[config.mk]
export PLATFORM = sky130hd
export DESIGN_NAME = ubw_break_wake
export DESIGN_NICKNAME = d
export VERILOG_FILES = /design/src/design/ubw_pkg.sv /design/src/design/ubw_break_wake.sv /design/src/design/ubw_skid.sv
export SDC_FILE = /design/constraint.sdc
export NUM_CORES = 1
export LEC_CHECK = 0
export ABC_CLOCK_PERIOD_IN_PS = 5800
export BUFFER_PORTS_ARGS = -buffer_cell sky130_fd_sc_hd__buf_4
export CORE_MARGIN = 2
export CORE_UTILIZATION = 25
export CTS_CLUSTER_DIAMETER = 200
export DETAILED_ROUTE_END_ITERATION = 7
export GPL_TIMING_DRIVEN = 0
export PLACE_DENSITY_LB_ADDON = 0.1
export SYNTH_ARGS = -nofsm -noshare
export SYNTH_HDL_FRONTEND = slang
export SYNTH_SLANG_ARGS = --single-unit
[constraint.sdc]
create_clock -name mclk -period 5.8 [get_ports mclk]
set_input_delay 1.16 -clock mclk [delete_from_list [all_inputs] [get_ports mclk]]
set_output_delay 1.16 -clock mclk [all_outputs]
set_load 0.005 [all_outputs]
[src/design/ubw_pkg.sv]
package ubw_pkg;

  // Width of the bit-time divisor
  localparam int unsigned DIV_W       = 16;
  // Data bits in an ordinary character
  localparam logic [3:0]  DATA_BITS   = 4'h8;
  // Zero bits following the start bit of a Break
  localparam logic [3:0]  BREAK_ZEROS = 4'hc;
  // Value shifted out during a Break
  localparam logic [7:0]  BREAK_DATA  = 8'h00;
  // Step for the bit-time counters
  localparam logic [15:0] CNT_STEP    = 16'h0001;
  // Step for the bit counters
  localparam logic [3:0]  BIT_STEP    = 4'h1;

  // Transmit sequencer states
  typedef enum logic [1:0] {TX_IDLE, TX_START, TX_BITS, TX_STOP} ubw_tx_t;
  // Receive sequencer states
  typedef enum logic [1:0] {RX_IDLE, RX_START, RX_BITS, RX_STOP} ubw_rx_t;

  // One received entry handed to software
  typedef struct packed {
    logic [7:0] data;  // Received byte
    logic       frameErr;  // Stop bit was low
    logic       wake;  // Entry made by a wake event
  } ubw_word_t;

  // Width of one buffered entry
  localparam int unsigned WORD_W = $bits(ubw_word_t);

  // Complete state of the break and wake unit
  typedef struct packed {
    ubw_tx_t    txState;
    logic [15:0] txCnt;
    logic [3:0] txBitN;
    logic [7:0] txShift;
    logic       txBreak;
    logic       holdValid;
    logic [7:0] holdData;
    logic       sendBreak;
    logic       txLine;
    logic       shiftEmpty;
    logic       txBufEmpty;
    ubw_rx_t    rxState;
    logic [15:0] rxCnt;
    logic [3:0] rxBitN;
    logic [7:0] rxShift;
    logic       rxPrev;
    logic       wakeEn;
    logic       pushValid;
    ubw_word_t  pushWord;
    logic       overrun;
    logic       rxIdle;
  } ubw_state_t;

  // Reset value: line idles at mark, both sides idle
  localparam ubw_state_t UBW_RESET = '{txState: TX_IDLE, rxState: RX_IDLE,
    txLine: 1'h1, shiftEmpty: 1'h1, rxPrev: 1'h1, rxIdle: 1'h1, default: '0};

endpackage

[src/design/ubw_break_wake.sv]
`timescale 1ns/1ps
`default_nettype none

module ubw_break_wake (
  input  wire logic        mclk,
  input  wire logic        rst,
  input  wire logic        sleep,
  input  wire logic        syncMode,
  input  wire logic [15:0] baudDiv,
  input  wire logic        txEnable,
  input  wire logic        txWrite,
  input  wire logic [7:0]  txData,
  input  wire logic        sendBreakSet,
  input  wire logic        wakeEnableSet,
  input  wire logic        rxLine,
  input  wire logic        rxRead,
  input  wire logic        overrunClear,
  output logic             txLine,
  output logic             shiftEmptyFlag,
  output logic             txBufEmptyFlag,
  output logic             sendBreakRequest,
  output logic             wakeOnEdgeEnable,
  output logic             receiveIdleFlag,
  output logic             receiveFlag,
  output logic [7:0]       rxData,
  output logic             framingErrorFlag,
  output logic             wakeEventFlag,
  output logic             overrunFlag
);

  ubw_pkg::ubw_state_t s;         // Registered state
  ubw_pkg::ubw_state_t n;         // Next state
  ubw_pkg::ubw_word_t  headWord;  // Entry at the buffer head
  logic                bufReady;  // Buffer can take an entry
  logic                txTick;    // End of a transmit bit time
  logic                rxTick;    // Receive sample point
  logic                rxFall;    // Receive line went low
  logic                rxRise;    // Receive line went high
  logic                wakeOn;    // Wake watch is active

  // Bit-time dividers stop while asleep
  assign txTick = !sleep && (s.txCnt == '0);
  assign rxTick = !sleep && (s.rxCnt == '0);
  // Edge detection runs without the divider, so it works in sleep
  assign rxFall = s.rxPrev && !rxLine;
  assign rxRise = !s.rxPrev && rxLine;
  assign wakeOn = s.wakeEn && !syncMode;

  // Next-state logic for both directions
  always_comb begin
    n = s;
    n.pushValid = 1'h0;
    n.rxPrev = rxLine;

    // Holding register takes a write only when empty and enabled
    if (txWrite && txEnable && !s.holdValid) begin
      n.holdValid = 1'h1;
      n.holdData = txData;
    end
    // Transmit bit-time countdown
    if (!sleep && (s.txCnt != '0)) begin
      n.txCnt = s.txCnt - ubw_pkg::CNT_STEP;
    end

    // Transmit sequencer
    case (s.txState)
      ubw_pkg::TX_IDLE: begin
        // Load the shifter; a Break ignores the written value
        if (s.holdValid && txEnable && !sleep) begin
          n.txBreak = s.sendBreak;
          n.txShift = s.sendBreak ? ubw_pkg::BREAK_DATA : s.holdData;
          n.txBitN = s.sendBreak ? ubw_pkg::BREAK_ZEROS : ubw_pkg::DATA_BITS;
          n.holdValid = 1'h0;
          n.txLine = 1'h0;
          n.txCnt = baudDiv - ubw_pkg::CNT_STEP;
          n.txState = ubw_pkg::TX_START;
        end
      end
      ubw_pkg::TX_START: begin
        // Start bit done, first data bit out
        if (txTick) begin
          n.txLine = s.txShift[0];
          n.txShift = s.txShift >> 1;
          n.txBitN = s.txBitN - ubw_pkg::BIT_STEP;
          n.txCnt = baudDiv - ubw_pkg::CNT_STEP;
          n.txState = ubw_pkg::TX_BITS;
        end
      end
      ubw_pkg::TX_BITS: begin
        // Remaining data bits, then the stop bit
        if (txTick) begin
          n.txCnt = baudDiv - ubw_pkg::CNT_STEP;
          if (s.txBitN == '0) begin
            n.txLine = 1'h1;
            n.txState = ubw_pkg::TX_STOP;
          end else begin
            n.txLine = s.txShift[0];
            n.txShift = s.txShift >> 1;
            n.txBitN = s.txBitN - ubw_pkg::BIT_STEP;
          end
        end
      end
      default: begin
        // Stop bit sent; a finished Break drops its request
        if (txTick) begin
          if (s.txBreak) begin
            n.sendBreak = 1'h0;
          end
          n.txBreak = 1'h0;
          n.txState = ubw_pkg::TX_IDLE;
        end
      end
    endcase
    // Software set wins over the hardware clear
    if (sendBreakSet) begin
      n.sendBreak = 1'h1;
    end
    n.shiftEmpty = (n.txState == ubw_pkg::TX_IDLE);
    n.txBufEmpty = txEnable && !n.holdValid;

    // Receive bit-time countdown
    if (!sleep && (s.rxCnt != '0)) begin
      n.rxCnt = s.rxCnt - ubw_pkg::CNT_STEP;
    end

    if (wakeOn) begin
      // Normal reception suppressed while watching for a wake
      n.rxState = ubw_pkg::RX_IDLE;
      if (rxFall) begin
        // Dummy entry raises the receive flag with the edge
        n.pushValid = 1'h1;
        n.pushWord = '{data: ubw_pkg::BREAK_DATA, frameErr: 1'h0, wake: 1'h1};
      end
      // First rise ends the wake; a non-zero character's tail
      // is then taken as a fresh character fragment
      if (rxRise) begin
        n.wakeEn = 1'h0;
      end
    end else begin
      // Receive sequencer; next byte after a wake flags again
      case (s.rxState)
        ubw_pkg::RX_IDLE: begin
          // No new character is started while asleep
          if (rxFall && !sleep) begin
            n.rxCnt = baudDiv >> 1;
            n.rxState = ubw_pkg::RX_START;
          end
        end
        ubw_pkg::RX_START: begin
          // Mid start bit: confirm it is still low
          if (rxTick) begin
            n.rxCnt = baudDiv - ubw_pkg::CNT_STEP;
            n.rxBitN = ubw_pkg::DATA_BITS;
            n.rxState = rxLine ? ubw_pkg::RX_IDLE : ubw_pkg::RX_BITS;
          end
        end
        ubw_pkg::RX_BITS: begin
          // Shift in least significant bit first
          if (rxTick) begin
            n.rxShift = {rxLine, s.rxShift[7:1]};
            n.rxBitN = s.rxBitN - ubw_pkg::BIT_STEP;
            n.rxCnt = baudDiv - ubw_pkg::CNT_STEP;
            if (s.rxBitN == ubw_pkg::BIT_STEP) begin
              n.rxState = ubw_pkg::RX_STOP;
            end
          end
        end
        default: begin
          // Low stop bit marks a framing error; a Break reads 00h
          if (rxTick) begin
            n.pushValid = 1'h1;
            n.pushWord = '{data: s.rxShift, frameErr: !rxLine, wake: 1'h0};
            n.rxState = ubw_pkg::RX_IDLE;
          end
        end
      endcase
    end
    // Software enable refused in synchronous mode; set wins
    if (wakeEnableSet && !syncMode) begin
      n.wakeEn = 1'h1;
    end
    // Overrun when the buffer is full; set wins over clear
    if (overrunClear) begin
      n.overrun = 1'h0;
    end
    if (s.pushValid && !bufReady) begin
      n.overrun = 1'h1;
    end
    n.rxIdle = (n.rxState == ubw_pkg::RX_IDLE);
  end

  // State register
  always_ff @(posedge mclk) begin
    if (rst) begin
      s <= ubw_pkg::UBW_RESET;
    end else begin
      s <= n;
    end
  end

  // Received entries wait here until software reads them
  ubw_skid #(.WIDTH(ubw_pkg::WORD_W)) uBuf (
    .mclk     (mclk),
    .rst      (rst),
    .inValid  (s.pushValid),
    .inData   (s.pushWord),
    .inReady  (bufReady),
    .outValid (receiveFlag),
    .outData  (headWord),
    .outReady (rxRead)
  );

  // Outputs straight from state flops
  assign txLine           = s.txLine;
  assign shiftEmptyFlag   = s.shiftEmpty;
  assign txBufEmptyFlag   = s.txBufEmpty;
  assign sendBreakRequest = s.sendBreak;
  assign wakeOnEdgeEnable = s.wakeEn;
  assign receiveIdleFlag  = s.rxIdle;
  assign rxData           = headWord.data;
  assign framingErrorFlag = headWord.frameErr;
  assign wakeEventFlag    = headWord.wake;
  assign overrunFlag      = s.overrun;
endmodule

`default_nettype wire

[src/design/ubw_skid.sv]
`timescale 1ns/1ps
`default_nettype none

// Two-entry buffer; head entry drives the outputs straight from flops
module ubw_skid #(
  parameter int unsigned WIDTH = 8
) (
  input  wire logic             mclk,
  input  wire logic             rst,
  input  wire logic             inValid,
  input  wire logic [WIDTH-1:0] inData,
  output logic                  inReady,
  output logic                  outValid,
  output logic [WIDTH-1:0]      outData,
  input  wire logic             outReady
);

  // Head and second entry
  typedef struct packed {
    logic             v0;
    logic [WIDTH-1:0] d0;
    logic             v1;
    logic [WIDTH-1:0] d1;
  } ubw_skid_t;

  ubw_skid_t s;  // Registered state
  ubw_skid_t n;  // Next state

  // Pop first, then push into the first free entry
  always_comb begin
    n = s;
    if (outReady && s.v0) begin
      if (s.v1) begin
        n.d0 = s.d1;
        n.v1 = 1'h0;
      end else begin
        n.v0 = 1'h0;
      end
    end
    if (inValid && !s.v1) begin
      if (!n.v0) begin
        n.v0 = 1'h1;
        n.d0 = inData;
      end else begin
        n.v1 = 1'h1;
        n.d1 = inData;
      end
    end
  end

  // State register
  always_ff @(posedge mclk) begin
    if (rst) begin
      s <= '0;
    end else begin
      s <= n;
    end
  end

  // Full only when the second entry is taken
  assign inReady  = !s.v1;
  assign outValid = s.v0;
  assign outData  = s.d0;

endmodule

`default_nettype wire

==> results.sh <==
export IMPL_syn_avg_cell_area_um2=8.50
export IMPL_final_common_cell="dfxtp_1"
export IMPL_wirelength_um=16800
export IMPL_synth_compound_area_share_pct=17.5
export IMPL_port_buffers=51
export IMPL_cts_sinks=111
export IMPL_r2r_end="s[75]$_SDFF_PP0_"
export IMPL_slew_limit_headroom_pct=23.6
export IMPL_rsz0062_at_grt="no"
export IMPL_synth_cells=679
export IMPL_fp_row_count=55
export IMPL_die_area_um2=24300
export IMPL_yosysWarningCount=0
export IMPL_clock_tree_buffer_depth=2
export IMPL_drv_cap=0
export IMPL_synthMuxAreaShare_pct=4.51
export IMPL_ys_types=65
export IMPL_ios=53
export IMPL_async_flop_share_pct=0
export IMPL_insertion_delay_ns=0.36
export IMPL_grt_max_degree=22
export IMPL_status="finished clean"
export IMPL_syn2layout_area_growth_pct=17.9
export IMPL_final_cell_mix="dfxtp_1, nand2_1, nor2_1"
export IMPL_crit_fanout=10
export IMPL_seq_area_frac_synth_pct=38.5
export IMPL_die_h_um=156
export IMPL_drv_slew=0
export IMPL_fin_nets=792
export IMPL_firstDrtPassIters=4
export IMPL_antenna_left=0
export IMPL_rr_startpoint="s[71]$_SDFF_PP0_"
export IMPL_grt_overflow=0
export IMPL_fin_worst_skew_ns=0.0150
export IMPL_mappedNetlistArea_um2=5770
export IMPL_end_kind="flop"
export IMPL_post_cts_buffers=0
export IMPL_finalSetupViolations=0
export IMPL_track_usage_pct=13.9
export IMPL_synth_top_family_by_area="simple AND/OR/NAND/NOR gates"
export IMPL_grt_pass1_wl_um=27000
export IMPL_synthXorXnorAreaFrac_pct=5.62
export IMPL_synth_simple_gate_area_share_pct=26.2
export IMPL_synth_fa_ha_area_share_pct=3.47
export IMPL_holdPathEnd="s[66]$_SDFFE_PP0P_"
export IMPL_ir_worst_vdd_uv=137
export IMPL_reg2reg_setup_slack_ns=3.20
export IMPL_min_delay_path_depth=2
export IMPL_synth_top_area_share_pct=38.5
export IMPL_setup_ws_ns=2.77
export IMPL_hold_path_class="reg2reg"
export IMPL_htreeDepth=3
export IMPL_timing_final_crit_share_pct=52.3
export IMPL_postCtsHoldBufs=0
export IMPL_cts_tree="done"
export IMPL_synth_edf_count=0
export IMPL_hold_start="s[66]$_SDFFE_PP0P_"
export IMPL_die_w_um=156
export IMPL_worst_pin_slew_ns=1.14
export IMPL_drt_wirelength_per_cell_um=16.3
export IMPL_core_um2=22600
export IMPL_drtIter0Drc=328
export IMPL_n_antenna_cell=0
export IMPL_start_kind="input pin"
export IMPL_fin_crit_ns=3.03
export IMPL_powerDensity_nw_per_um2=402
export IMPL_synthTopCellsByArea="dfxtp_1, nand2_1, mux2i_1"
export IMPL_arrival_ns=3.27
export IMPL_clock_fmax_mhz=330
export IMPL_post_place_ws_ns=2.39
export IMPL_grt_antenna_before_repair=0
export IMPL_cts_root_buf="clkbuf_16"
export IMPL_postSynthNetCount=730
export IMPL_p_leak_uw=0.00264
export IMPL_synth_seq_cells=111
export IMPL_synthFlopType="dfxtp_1"
export IMPL_drc=0
export IMPL_ctsResizeCount=0
export IMPL_hold_viol=0
export IMPL_start_util_pct=25.5
export IMPL_drive_gt1_share_pct=13.3
export IMPL_crit_type="in2reg"
export IMPL_grt_pass1_vias=5037
export IMPL_gp_congestion=0.878
export IMPL_via_per_inst=5.00
export IMPL_synth_top_area_cell="dfxtp_1"
export IMPL_finalCoreUtilization_pct=30.1
export IMPL_hpwlAfterDp_um=12500
export IMPL_required_ns=6.04
export IMPL_worstRegToRegCells=9
export IMPL_num_vias=5158
export IMPL_crit_start="sleep"
export IMPL_timing_setup_tns_ns=0
export IMPL_numCtsBuffers=9
export IMPL_clk_pin_slew_ns=0.08
[report_power, final]
part | internal (uW) | switching [uW]
clock network | 305 | 327
registers | 877 | 144
logic | 434 | 648
total | 1620 | 1120
[flip-flops by register name, indices dropped and copies added, names as in the netlist]
| name | cells |
|---|---|
| uBuf.s | 11 |
| shiftEmptyFlag | 1 |
| uBuf.outData | 10 |
| txLine | 1 |
| txBufEmptyFlag | 1 |
| s | 82 |
| receiveIdleFlag | 1 |
| overrunFlag | 1 |
| uBuf.outValid | 1 |
| sendBreakRequest | 1 |
| wakeOnEdgeEnable | 1 |
[cell usage after synthesis (8+ instances only)]
library cell / instances
mux2i_1: 26
nand3_1: 34
nor3_1: 15
a211oi_1: 13
inv_1: 20
xor2_1: 27
a221oi_1: 8
o21ai_0: 22
xnor2_1: 10
o22ai_1: 21
ha_1: 16
nand4_1: 11
nor2_1: 69
clkbuf_1: 19
nand3b_1: 9
a21oi_1: 48
buf_4: 9
nand2_1: 70
dfxtp_1: 111
[logic make-up (layout without fill, tap and decap cells)]
logic type / count (synthesis) / count (layout)
AND/OR/NAND/NOR: 279 / 279
AO/OA/AOI/OAI: 156 / 156
flip-flops: 111 / 111
buffers and inverters: 54 / 121
XOR/XNOR: 37 / 37
multiplexers: 26 / 26
adder cells (fa/ha/maj): 16 / 16
[cell type report]
cell class,count,area [um^2]
fillers,2373,15800
multi-input cells,514,3300
flip-flops and latches,111,2220
repair buffers,51,383
well taps,285,357
clock buffers,9,225
plain buffers,34,168
inverters,20,75.1
clock inverters,7,70.1
[worst max-delay path: stages]
cell and delay, ns:
buf_4 0.17, clkbuf_1 0.54, inv_1 0.37, nand4_1 0.30, o21ai_2 0.17, nand2_1 0.17, buf_2 0.25, o22ai_1 0.13
[worst max path at each step]
| stage | cells past startpoint | endpoint | slack (ns) |
|---|---|---|---|
| floorplan | 6 | s[40]$_SDFF_PP0_ | 3.11 |
| global placement | 8 | s[80]$_SDFF_PP0_ | 2.38 |
| detailed placement | 8 | s[70]$_SDFFE_PP0P_ | 2.39 |
| CTS | 8 | s[70]$_SDFFE_PP0P_ | 2.77 |
| global route | 8 | s[84]$_SDFF_PP0_ | 2.63 |
| finish | 8 | s[84]$_SDFF_PP0_ | 2.77 |
[metrics by stage]
step	hold slack, ns	total power, uW	std cells	area [um^2]
floorplan	0.432	1830	679	5770
global placement	0.441	2090	1015	6510
detailed placement	0.451	2100	1015	6510
CTS	0.464	2740	1031	6800
global route	0.479	2910	1031	6800
finish	0.459	2730	1031	6800
[per-layer routing]
metal,part of all wire [%],global-route usage (%),vias up
li1,-,-,2588
met2,47,23.1,88
met1,49,18.9,2467
met4,1.3,3.76,0
met5,0,0,-
met3,2.5,2.14,15
No activity file was read; power rests on OpenSTA's default activity.
